==> src/include/tss_cfg.svh <==
// trip source select block: offsets, field positions, reset values, codes
// assumes inclusion by the design, checker and bench files; the package does not include it
`ifndef TSS_CFG_SVH
`define TSS_CFG_SVH

// register byte addresses on the word-aligned slave port
`define TSS_OFS_SELECT 4'h0
`define TSS_OFS_IRQ_STATUS 4'h4
`define TSS_OFS_IRQ_MASK 4'h8
`define TSS_OFS_TRIP_STATE 4'hc

// select register fields
`define TSS_SEL_OSHT_HI 15
`define TSS_SEL_OSHT_LO 8
`define TSS_SEL_CMP_B1 15
`define TSS_SEL_CMP_A1 14
`define TSS_SEL_ZONE6 13
`define TSS_SEL_ZONE5 12
`define TSS_SEL_ZONE1 8

// interrupt status / mask fields
`define TSS_IRQ_ONESHOT 0
`define TSS_IRQ_SOURCE 1
`define TSS_IRQ_WIDTH 2

// trip state readback fields
`define TSS_ST_LATCHED 0
`define TSS_ST_LIVE_LO 8

// reset values
`define TSS_RST_SELECT 16'h0000
`define TSS_RST_IRQ 2'h0

// trip action codes, two bits per output
`define TSS_ACT_RELEASE 2'h0
`define TSS_ACT_HIGH 2'h1
`define TSS_ACT_LOW 2'h2
`define TSS_ACT_NONE 2'h3

`endif

==> src/include/tss_pkg.sv <==
// trip source select block: shared types
// numeric constants live in tss_cfg.svh
package tss_pkg;

  // one bit per one-shot trip source, in select register order
  typedef struct packed {
    logic cmp_b_event_one;
    logic cmp_a_event_one;
    logic trip_in_6;
    logic trip_in_5;
    logic trip_in_4;
    logic trip_in_3;
    logic trip_in_2;
    logic trip_in_1;
  } tss_src_t;

  // forced pin drive for one output
  typedef struct packed {
    logic oe;
    logic val;
  } tss_drive_t;

  // action pair from the trip action control register
  typedef struct packed {
    logic [1:0] act_b;
    logic [1:0] act_a;
  } tss_action_t;

  // bus handshake states, gray along idle -> answer
  typedef enum logic [1:0] {
    TSS_BUS_IDLE = 2'b00,
    TSS_BUS_ANSWER = 2'b01
  } tss_bus_state_t;

endpackage

==> src/design/tss_top.sv <==
// trip source select: avalon-mm register bank, one-shot trip latch,
// forced pwm output drive and a level interrupt
// assumes trip pins and comparator events already synchronous to clk,
// and a single-pulse trip_flag_clear from the wider trip unit
//
// Notes on behaviour
// The select register's upper byte holds one one-shot enable per trip source.
// Any enabled trip pin going low, or enabled comparator event going high, raises a one-shot trip event.
// A one-shot trip forces outputs a and b to the programmed trip actions.
// The trip stays latched despite sources recovering, until the clear is written.
// Bit 15 enables comparator b event one as a one-shot source when set.
// Bit 14 enables comparator a event one as a one-shot source when set.
// Bit 13 enables trip input 6 as a one-shot source when set.
// Bit 12 enables trip input 5 as a one-shot source when set.
// Bits 11 to 8 enable trip inputs 4 to 1 as one-shot sources when set.
// The lower byte is kept as writable configuration for the rest of the unit.
`timescale 1ns/1ps
`default_nettype none
`include "tss_cfg.svh"

module tss_top
  import tss_pkg::*;
(
  // clock and reset
  input wire logic clk,
  input wire logic rst,
  // avalon-mm slave
  input wire logic [3:0] avs_address,
  input wire logic avs_read,
  input wire logic avs_write,
  input wire logic [31:0] avs_writedata,
  input wire logic [3:0] avs_byteenable,
  output logic [31:0] avs_readdata,
  output logic avs_waitrequest,
  // trip sources, pins active low
  input wire logic trip_in_1,
  input wire logic trip_in_2,
  input wire logic trip_in_3,
  input wire logic trip_in_4,
  input wire logic trip_in_5,
  input wire logic trip_in_6,
  // comparator events, asserted high
  input wire logic cmp_a_event_one,
  input wire logic cmp_b_event_one,
  // wider trip unit: action control and clear
  input wire tss_action_t trip_action_control,
  input wire logic trip_flag_clear,
  // pwm path, from upstream and to the pins
  input wire logic pwm_in_a,
  input wire logic pwm_in_b,
  output logic pwm_out_a,
  output logic pwm_oe_a,
  output logic pwm_out_b,
  output logic pwm_oe_b,
  // status
  output logic [7:0] cycle_trip_en,
  output logic oneshot_tripped,
  output logic irq
);

  // merge two byte lanes into a 16-bit register value
  function automatic logic [15:0] merge16(input logic [15:0] old,
                                          input logic [31:0] wdata,
                                          input logic [3:0] be);
    logic [15:0] res;
    res = old;
    if (be[0]) begin
      res[7:0] = wdata[7:0];
    end
    if (be[1]) begin
      res[15:8] = wdata[15:8];
    end
    return res;
  endfunction

  // map one trip action onto the upstream level
  function automatic tss_drive_t apply_action(input logic [1:0] act,
                                              input logic level);
    tss_drive_t d;
    d.oe = 1'b1;
    d.val = level;
    case (act)
      `TSS_ACT_RELEASE: d.oe = 1'b0;
      `TSS_ACT_HIGH: d.val = 1'b1;
      `TSS_ACT_LOW: d.val = 1'b0;
      `TSS_ACT_NONE: d.val = level;
      default: d.val = level;
    endcase
    return d;
  endfunction

  // state
  logic [15:0] trip_source_select;
  logic [15:0] next_select;
  logic [`TSS_IRQ_WIDTH-1:0] irq_status;
  logic [`TSS_IRQ_WIDTH-1:0] next_irq_status;
  logic [`TSS_IRQ_WIDTH-1:0] irq_mask;
  logic [`TSS_IRQ_WIDTH-1:0] next_irq_mask;
  logic latched;
  logic next_latched;
  tss_bus_state_t bus_state;
  tss_bus_state_t next_bus_state;
  logic [31:0] rdata;
  logic [31:0] next_rdata;
  tss_drive_t drive_a;
  tss_drive_t drive_b;
  tss_drive_t next_drive_a;
  tss_drive_t next_drive_b;
  logic [7:0] src_prev;
  logic [7:0] next_src_prev;

  // combinational helpers
  tss_src_t asserted;
  tss_src_t enabled_hit;
  logic trip_event;
  logic new_source;
  logic req;
  logic accept;
  logic wr_sel;
  logic wr_status;
  logic wr_mask;

  // source levels turned to asserted-high; pins trip when low
  always_comb begin
    asserted.cmp_b_event_one = cmp_b_event_one;
    asserted.cmp_a_event_one = cmp_a_event_one;
    asserted.trip_in_6 = ~trip_in_6;
    asserted.trip_in_5 = ~trip_in_5;
    asserted.trip_in_4 = ~trip_in_4;
    asserted.trip_in_3 = ~trip_in_3;
    asserted.trip_in_2 = ~trip_in_2;
    asserted.trip_in_1 = ~trip_in_1;
  end

  // upper byte gates each source, one bit per source
  always_comb begin
    enabled_hit = asserted & trip_source_select[`TSS_SEL_OSHT_HI:`TSS_SEL_OSHT_LO];
    enabled_hit.cmp_b_event_one = asserted.cmp_b_event_one &
                                  trip_source_select[`TSS_SEL_CMP_B1];
    enabled_hit.cmp_a_event_one = asserted.cmp_a_event_one &
                                  trip_source_select[`TSS_SEL_CMP_A1];
    trip_event = |enabled_hit;
    // an enabled source newly asserted since the last cycle, first one included, for the second status bit
    new_source = |(enabled_hit & ~src_prev);
  end

  // bus decode; one wait state so readdata can come from a flop
  always_comb begin
    req = avs_read | avs_write;
    accept = req && (bus_state == TSS_BUS_IDLE);
    avs_waitrequest = req && (bus_state != TSS_BUS_ANSWER);
    wr_sel = accept && avs_write && (avs_address == `TSS_OFS_SELECT);
    wr_status = accept && avs_write && (avs_address == `TSS_OFS_IRQ_STATUS);
    wr_mask = accept && avs_write && (avs_address == `TSS_OFS_IRQ_MASK);
  end

  // handshake state: idle takes the request, answer releases it
  always_comb begin
    case (bus_state)
      TSS_BUS_IDLE: next_bus_state = req ? TSS_BUS_ANSWER : TSS_BUS_IDLE;
      TSS_BUS_ANSWER: next_bus_state = TSS_BUS_IDLE;
      default: next_bus_state = TSS_BUS_IDLE;
    endcase
  end

  always_ff @(posedge clk or posedge rst) begin
    if (rst) begin
      bus_state <= TSS_BUS_IDLE;
    end else begin
      bus_state <= next_bus_state;
    end
  end

  // read data captured at acceptance, shown while waitrequest is low
  always_comb begin
    next_rdata = rdata;
    if (accept && avs_read) begin
      case (avs_address)
        `TSS_OFS_SELECT: next_rdata = {16'h0000, trip_source_select};
        `TSS_OFS_IRQ_STATUS: next_rdata = {30'h00000000, irq_status};
        `TSS_OFS_IRQ_MASK: next_rdata = {30'h00000000, irq_mask};
        `TSS_OFS_TRIP_STATE: begin
          next_rdata = 32'h00000000;
          next_rdata[`TSS_ST_LATCHED] = latched;
          next_rdata[`TSS_ST_LIVE_LO +: 8] = asserted;
        end
        default: next_rdata = 32'h00000000; // unmapped reads zero
      endcase
    end
  end

  always_ff @(posedge clk or posedge rst) begin
    if (rst) begin
      rdata <= 32'h00000000;
    end else begin
      rdata <= next_rdata;
    end
  end

  assign avs_readdata = rdata;

  // select register, all sixteen bits writable
  always_comb begin
    next_select = trip_source_select;
    if (wr_sel) begin
      next_select = merge16(trip_source_select, avs_writedata, avs_byteenable);
    end
  end

  always_ff @(posedge clk or posedge rst) begin
    if (rst) begin
      trip_source_select <= `TSS_RST_SELECT;
    end else begin
      trip_source_select <= next_select;
    end
  end

  // lower byte only configures the cycle trip logic elsewhere
  assign cycle_trip_en = trip_source_select[`TSS_SEL_OSHT_LO-1:0];

  // one-shot latch; a fresh event beats a clear in the same cycle
  always_comb begin
    next_latched = latched;
    if (trip_flag_clear) begin
      next_latched = 1'b0;
    end
    if (trip_event) begin
      next_latched = 1'b1;
    end
    next_src_prev = enabled_hit;
  end

  always_ff @(posedge clk or posedge rst) begin
    if (rst) begin
      latched <= 1'b0;
      src_prev <= 8'h00;
    end else begin
      latched <= next_latched;
      src_prev <= next_src_prev;
    end
  end

  assign oneshot_tripped = latched;

  // forced drive tracks the latch's next value, so a clear frees the pins with it
  always_comb begin
    next_drive_a.oe = 1'b1;
    next_drive_a.val = pwm_in_a;
    next_drive_b.oe = 1'b1;
    next_drive_b.val = pwm_in_b;
    if (next_latched) begin
      next_drive_a = apply_action(trip_action_control.act_a, pwm_in_a);
      next_drive_b = apply_action(trip_action_control.act_b, pwm_in_b);
    end
  end

  // outputs registered so a short glitch on pwm_in never reaches the pin
  always_ff @(posedge clk or posedge rst) begin
    if (rst) begin
      drive_a <= 2'b00;
      drive_b <= 2'b00;
    end else begin
      drive_a <= next_drive_a;
      drive_b <= next_drive_b;
    end
  end

  assign pwm_out_a = drive_a.val;
  assign pwm_oe_a = drive_a.oe;
  assign pwm_out_b = drive_b.val;
  assign pwm_oe_b = drive_b.oe;

  // sticky status: write one clears, a same-cycle event still sets
  always_comb begin
    next_irq_status = irq_status;
    if (wr_status && avs_byteenable[0]) begin
      next_irq_status = irq_status & ~avs_writedata[`TSS_IRQ_WIDTH-1:0];
    end
    if (trip_event && !latched) begin
      next_irq_status[`TSS_IRQ_ONESHOT] = 1'b1;
    end
    if (new_source) begin
      next_irq_status[`TSS_IRQ_SOURCE] = 1'b1;
    end
  end

  // mask register, same layout as the status
  always_comb begin
    next_irq_mask = irq_mask;
    if (wr_mask && avs_byteenable[0]) begin
      next_irq_mask = avs_writedata[`TSS_IRQ_WIDTH-1:0];
    end
  end

  always_ff @(posedge clk or posedge rst) begin
    if (rst) begin
      irq_status <= `TSS_RST_IRQ;
      irq_mask <= `TSS_RST_IRQ;
    end else begin
      irq_status <= next_irq_status;
      irq_mask <= next_irq_mask;
    end
  end

  // level interrupt, no extra flop so clearing drops it at once
  assign irq = |(irq_status & irq_mask);

endmodule // tss_top

`default_nettype wire

==> config.mk <==
export PLATFORM = sky130hd
export DESIGN_NAME = tss_top
export DESIGN_NICKNAME = d
export VERILOG_FILES = /design/src/include/tss_pkg.sv /design/src/design/tss_top.sv
export VERILOG_INCLUDE_DIRS = /design/src /design/src/include
export SDC_FILE = /design/constraint.sdc
export NUM_CORES = 1
export LEC_CHECK = 0
export BUFFER_PORTS_ARGS = -buffer_cell sky130_fd_sc_hd__buf_2
export CORE_MARGIN = 2
export CORE_UTILIZATION = 47
export CTS_CLUSTER_DIAMETER = 50
export CTS_CLUSTER_SIZE = 12
export DETAILED_ROUTE_END_ITERATION = 10
export HOLD_SLACK_MARGIN = 0.02
export MAX_ROUTING_LAYER = met4
export PLACE_DENSITY = 0.8
export SYNTH_ARGS = -nofsm -noshare
export SYNTH_HDL_FRONTEND = slang
export SYNTH_SLANG_ARGS = --single-unit
==> constraint.sdc <==
create_clock -name clk -period 2.4 [get_ports clk]
set_clock_uncertainty 0.15 [all_clocks]
set_input_delay 0.48 -clock clk [delete_from_list [all_inputs] [get_ports clk]]
set_output_delay 0.48 -clock clk [all_outputs]
set_load 0.05 [all_outputs]
==> results.yml, run 1 <==
run_status:
  result_of_the_run: "complete, no violations"
critical_path:
  path_cells: "nor2b_4 > or4_4 > o31ai_1 > mux2_1"
  critPathKind: "flip-flop to flip-flop"
  cp_slowest_stage_delay_ns: 0.55
  crit_path_end: "pwm_out_a"
  regToRegStartpoint: "trip_source_select[13]"
  critical_path_arrival_ns: 2.07
  crit_path_top_delay_cell: "or4_4"
  cp-end-kind: "flip-flop"
  critical_path_depth: 4
  capture_point_of_the_worst_reg_to_reg_path: "pwm_out_a"
  critPathRequiredTime_ns: 2.43
  critPathMaxFanout: 4
  critical_path.startpoint: "trip_source_select[13]"
  worst_r2r_path_depth: 4
  regToRegSetupSlack_ns: 0.36
  worst_path_dominant_cell_family: "simple AND/OR/NAND/NOR gates"
  crit_path_start_kind: "flip-flop"
  critPathBufInv: 0
power_and_ir_drop:
  switching_share_pct: 34.25
  seq_pwr_share_pct: 45.4
  power_frac_comb_pct: 26.7
  p_int_mw: 1.430
  power_density_mw_per_mm2: 768.6
  power_leakage_nw: 1.502
  share_clk_of_total_power_pct: 27.9
  vdd_drop_max_uv: 421.2
  p_switching_uw: 744.8
hold_path:
  hp-class: "primary input to flip-flop"
timing:
  achievable-frequency_mhz: 490.5
  period_utilization_pct: 84.95
  setup_viol: 0
  hold_viol_final: 0
  final_max_slew_viol_count: 0
  timing.final.crit_period_ns: 2.039
  rsz0062_at_grt: "no"
  timing.setup.tns_ns: 0
placement:
  port_buffers: 71
  gp_routability_congestion: 0.7581
  dp_hpwl_um: 3598
  placed_cells_incl_taps: 334
flow_run:
  timing.max_cap.violations: 0
clock_network:
  numCtsBuffers: 5
  tritoncts_num_sinks: 50
  cts_tree: "built"
  cts_root_buffer: "clkbuf_8"
  hold_buf_cts: 1
  post_cts_buffers: 0
  clock_insertion_delay_worst_skew_ns: 0.31
  cts_max_level: 2
  postCtsResizedCells: 0
  clk_slew_on_worst_s_h_paths_ns: 0.10
  clockBufferDepth: 2
grt:
  first_global_vias: 1575
  global_route.usage.met2_pct: 28.75
  global_route.usage.total_pct: 17.68
  grt.met1_usage_pct: 22.61
  antenna_found_initial: 0
  global_route.peak_usage_layer: "met2"
  grt_start_max_net_pins: 33
  use_met3_pct: 4.418
  grt_remaining_overflow: 0
  grt_pass1_wl_um: 7334
logic_synthesis:
  gate_count_after_technology_mapping: 206
  synth_enable_flop_cells: 0
  top_reg_cell_synth: "dfrtp_1"
  synth.yosys.seq_area_share_pct: 52.63
  synth_area_mm2: 0.002377
  number_of_distinct_library_cells_after_synthesis: 39
  yosys_warnings: 0
  synth-async-reset-ratio_pct: 100.0
  postSynthRegisterBits: 50
  postSynthAreaPerCell_um2: 11.54
cells_and_area:
  area.growth.synth_to_final_pct: 19.00
  layout-drive-gt1-share_pct: 39.13
  instances_no_fill: 343
  final_nets: 338
  fin_util_pct: 59.11
  insertedDiodeCount: 0
routing:
  drt_iter0_drc: 116
  routedWlPerCell_um: 13.36
  vias: 1646
  detail_route.wirelength_um: 4581
  vias_per_cell: 4.799
  antenna_violating_nets_post_route: 0
  firstDrtPassIters: 4
  drt_drc_violations_left: 0
floorplan:
  die-area_mm2: 0.005643
  starting_density_pct: 49.67
  die_x_um: 75.12
  site_rows: 25
  ios: 106
  coreArea_mm2: 0.004786
  die_height_um: 75.12
==> cell type report <==
cell class / instances / area (µm²)
clock inverters: 3 / 47.55
clock buffers: 5 / 68.82
flip-flops and latches: 50 / 1251
well taps: 67 / 83.83
repair buffers: 76 / 395.4
inverters: 10 / 37.54
fillers: 429 / 1957
multi-input cells: 132 / 944.7
==> synthesized netlist by cell type (2+ instances only) <==
master	instances	area share (%)
mux2_4	4	2.5
clkbuf_1	4	0.63
nand2b_1	4	1.1
o21ai_0	15	3.2
a2bb2oi_1	6	2.2
o31ai_1	2	0.63
nor2_1	5	0.79
a22oi_1	2	0.63
mux2_2	11	5.2
nand2_1	28	4.4
nand4b_1	2	0.74
o22ai_1	2	0.53
inv_1	10	1.6
ha_1	4	2.1
buf_4	24	7.6
nand2_4	2	0.95
mux2_1	5	2.4
nor2b_4	2	1.2
or2b_1	2	0.63
dfrtp_1	50	53
nor2b_1	4	1.1
==> layout by cell type, fill, tap and decap left out, types with 2 or more instances in the layout <==
master and instances:
nand2_1 28, nand2_4 2, inv_1 9, mux2_2 11, o31ai_1 2, nor2b_4 2, clkbuf_8 5, nor2b_1 4
mux2_4 4, dfrtp_1 50, o22ai_1 2, buf_2 71, o21ai_0 15, a22oi_1 2, buf_4 4, a2bb2oi_1 6
conb_1 16, nand2b_1 4, nor2_1 5, ha_1 4, or2b_1 2, nand4b_1 2, mux2_1 5
==> worst min-delay path by stage <==
| stage | startpoint | endpoint | slack, ns | cells past startpoint |
|---|---|---|---|---|
| floorplan | irq_status[0] | irq_status[0] | 0.32 | 1 |
| finish | trip_in_6 | src_prev[5] | 0.22 | 2 |
| detailed placement | avs_readdata[9] | avs_readdata[9] | 0.32 | 2 |
| CTS | trip_in_6 | src_prev[5] | 0.21 | 2 |
| global route | trip_in_5 | src_prev[4] | 0.21 | 2 |
| global placement | avs_readdata[4] | avs_readdata[4] | 0.31 | 2 |
==> state kept, by name (all words and copies together), names as in the netlist <==
name / cells
avs_readdata: 16
trip_source_select: 16
src_prev: 8
irq_mask: 2
irq_status: 2
bus_state: 1
oneshot_tripped: 1
pwm_oe_a: 1
pwm_oe_b: 1
pwm_out_a: 1
pwm_out_b: 1
==> power groups by stage <==
stage	Sequential (mW)	Combinational (mW)	Clock (mW)
CTS	0.988	0.587	0.618
detailed placement	1.00	0.584	0
floorplan	1.08	0.406	0
global placement	1.00	0.574	0
global route	1.00	0.620	0.649
finish	0.987	0.580	0.607
==> kinds of logic (layout without fill, tap and decap cells) <==
logic type / after synthesis / in the layout / share of synthesized area [%]
flops: 50 / 50 / 52.63
other cells: 1 / 16 / 0.1577
buf+inv: 39 / 94 / 10.00
compound gates: 33 / 33 / 9.315
mux: 22 / 22 / 11.47
fa+ha+maj: 4 / 4 / 2.105
simple gates: 57 / 57 / 14.32
==> worst register-to-register path, delay by kind of cell, from the launching register on <==
| family | cells | cell delay, ns |
|---|---|---|
| AO/OA/AOI/OAI | 1 | 0.30 |
| AND/OR/NAND/NOR | 2 | 0.69 |
| multiplexers | 1 | 0.36 |
| flip-flops | 1 | 0.41 |
==> stage by stage <==
| stage | worst slack, ns | hold slack (ns) | power, mW | cell area (µm²) |
|---|---|---|---|---|
| 2_1_floorplan | 0.4717 | 0.3231 | 1.490 | 2434 |
| 3_3_place_gp | 0.3032 | 0.3071 | 1.574 | 2703 |
| 3_5_place_dp | 0.2529 | 0.3161 | 1.589 | 2703 |
| 4_1_cts | 0.3533 | 0.2097 | 2.192 | 2829 |
| 5_1_grt | 0.3045 | 0.2126 | 2.269 | 2829 |
| 6_report | 0.3612 | 0.2174 | 2.174 | 2829 |
==> layer usage <==
metal	vias up	wire [µm]
li1	808	-
met1	770	1910
met2	64	2276
met3	4	361
met4	0	33
met5	-	0
Power figures use the tool's default switching activity.
==> run 2, diff against run 1 <==
Clock period 2.4 ns to 2 ns, I/O delays scaled along.
==> run 2 against run 1 <==
Largest power group unchanged. Die area unchanged. Cell count increased by 1.2%. Register-to-register slack got worse by 0.31 ns. Critical path type unchanged. Sequential share of layout area decreased by 0.86 points. First-iteration DRC count down 25%. Clock power barely moved. Wire length increased by 1.5%. Setup slack lost 0.31 ns. Worst hold slack got worse by 0.067 ns.
==> results.yml, run 2 (synthesis results as in run 1) <==
clock_network:
  cts_tree: "built"
  clock_insertion_delay_worst_skew_ns: 0.30
  clockBufferDepth: 2
  cts_root_buffer: "clkbuf_8"
  numCtsBuffers: 5
  tritoncts_num_sinks: 50
  clk_slew_on_worst_s_h_paths_ns: 0.09
  cts_max_level: 2
cells_and_area:
  layout_common_cells: "buf_2, dfrtp_1, nand2_1"
  insertedDiodeCount: 0
  area.growth.synth_to_final_pct: 21.37
  nFillCells: 409
  instances_no_fill: 347
  layout-drive-gt1-share_pct: 41.07
  final_common_cell: "buf_2"
  final_nets: 342
critical_path:
  crit_path_top_delay_cell: "or4_4"
  cp_slowest_stage_delay_ns: 0.58
  critPathMaxFanout: 3
  critPathKind: "flip-flop to flip-flop"
  critPathRequiredTime_ns: 2.09
  cp-end-kind: "flip-flop"
  path_cells: "nor2b_4 > or4_4 > buf_6 > or3_4 > nand2_1"
  critical_path_arrival_ns: 2.04
  crit_path_start_kind: "flip-flop"
power_and_ir_drop:
  vdd_drop_max_uv: 510.8
  share_clk_of_total_power_pct: 23.8
  power_density_mw_per_mm2: 882.5
  seq_pwr_share_pct: 46.5
  p_int_mw: 1.648
  power_leakage_nw: 1.523
  total_power_mw: 2.546
  power_frac_comb_pct: 29.6
  p_switching_uw: 898.4
  switching_share_pct: 35.28
timing:
  rsz0062_at_grt: "no"
  setup_viol: 0
  hold_viol_final: 0
  timing.final.crit_period_ns: 1.947
  final_max_slew_viol_count: 0
  period_utilization_pct: 97.33
  achievable-frequency_mhz: 513.7
grt:
  grt_pass1_wl_um: 7417
  global_route.usage.total_pct: 18.06
  grt_start_max_net_pins: 51
  first_global_vias: 1547
  grt_remaining_overflow: 0
  antenna_found_initial: 0
placement:
  gp_routability_congestion: 0.8011
  placed_cells_incl_taps: 337
  port_buffers: 71
  dp_hpwl_um: 3468
hold_path:
  hp-class: "primary input to flip-flop"
routing:
  detail_route.wirelength_um: 4648
  routedWlPerCell_um: 13.39
  antenna_violating_nets_post_route: 0
  drt_drc_violations_left: 0
  firstDrtPassIters: 4
  vias: 1685
  vias_per_cell: 4.856
  drt_iter0_drc: 87
floorplan:
  starting_density_pct: 49.67
  site_rows: 25
  die_height_um: 75.12
  die_x_um: 75.12
  die-area_mm2: 0.005643
  ios: 106
  coreArea_mm2: 0.004786
run_status:
  result_of_the_run: "complete, no violations"
flow_run:
  timing.max_cap.violations: 0
run 2: path summary, 6_finish.rpt:
kind	slack, ns	cells past startpoint	startpoint	endpoint
min in group asynchronous	0.52	4	rst	trip_source_select[1]
max	0.05	5	trip_source_select[9]	pwm_oe_b
min	0.15	2	trip_in_5	src_prev[4]
max in group asynchronous	0.94	4	rst	src_prev[3]
min reg2reg	0.33	2	avs_readdata[1]	avs_readdata[1]
max reg2reg	0.05	5	trip_source_select[9]	pwm_oe_b
run 2: layer usage:
metal / wire length, µm / vias up / share of wire (%) / GRT usage, %
li1: - / 807 / - / -
met1: 2065 / 807 / 44 / 24.02
met2: 2218 / 63 / 48 / 27.78
met3: 284 / 8 / 6.1 / 4.284
met4: 80 / 0 / 1.7 / 5.159
met5: 0 / - / 0 / -
run 2: metrics by stage:
stage | worst slack (ns) | TNS, ns | instance area [µm²] | hold WS, ns | util, %
after floorplan | 0.1053 | 0 | 2434 | 0.3132 | -
after global placement | -0.004265 | -0.005376 | 2738 | 0.3074 | 57.20
after detailed placement | -0.03417 | -0.06236 | 2738 | 0.3105 | 57.20
after CTS | -0.008652 | -0.01523 | 2843 | 0.1432 | 59.40
after global routing | 0.01913 | 0 | 2885 | 0.1447 | 60.29
final | 0.05336 | 0 | 2885 | 0.1501 | 60.29
run 2: worst max-delay path, delay by kind of cell, from the launching register on:
| family | cells | cell delay [ns] |
|---|---|---|
| DFF | 1 | 0.40 |
| buffers and inverters | 1 | 0.15 |
| and+or+nand+nor | 4 | 1.19 |
run 2: layout make-up:
cell class / instances / area (µm²) / share of cell area (%)
clock inverter: 2 / 12.51 / 0.4337
sequential: 50 / 1251 / 43.37
clock buffer: 6 / 82.58 / 2.862
inverter: 10 / 37.54 / 1.301
tap: 67 / 83.83 / 2.905
timing repair buffer: 80 / 441.7 / 15.31
multi-input combinational: 132 / 975.9 / 33.82
run 2: power by group through the flow:
stage	combinational, mW	sequential (mW)	clock, mW
6_report	0.755	1.18	0.607
4_1_cts	0.718	1.19	0.617
5_1_grt	0.803	1.20	0.664
3_5_place_dp	0.715	1.21	0
2_1_floorplan	0.487	1.30	0
3_3_place_gp	0.702	1.20	0
run 2: repair_timing:
| item | in CTS | in global routing |
|---|---|---|
| pin swaps | 0 | 3 |
| cloned | 0 | 0 |
| hold buffers | 1 | 0 |
| endpoints found under the hold margin | 50 | 0 |
| gates resized for setup | 0 | 6 |
| buffers inserted | 0 | 1 |
| setup endpoints to repair | 2 | 2 |
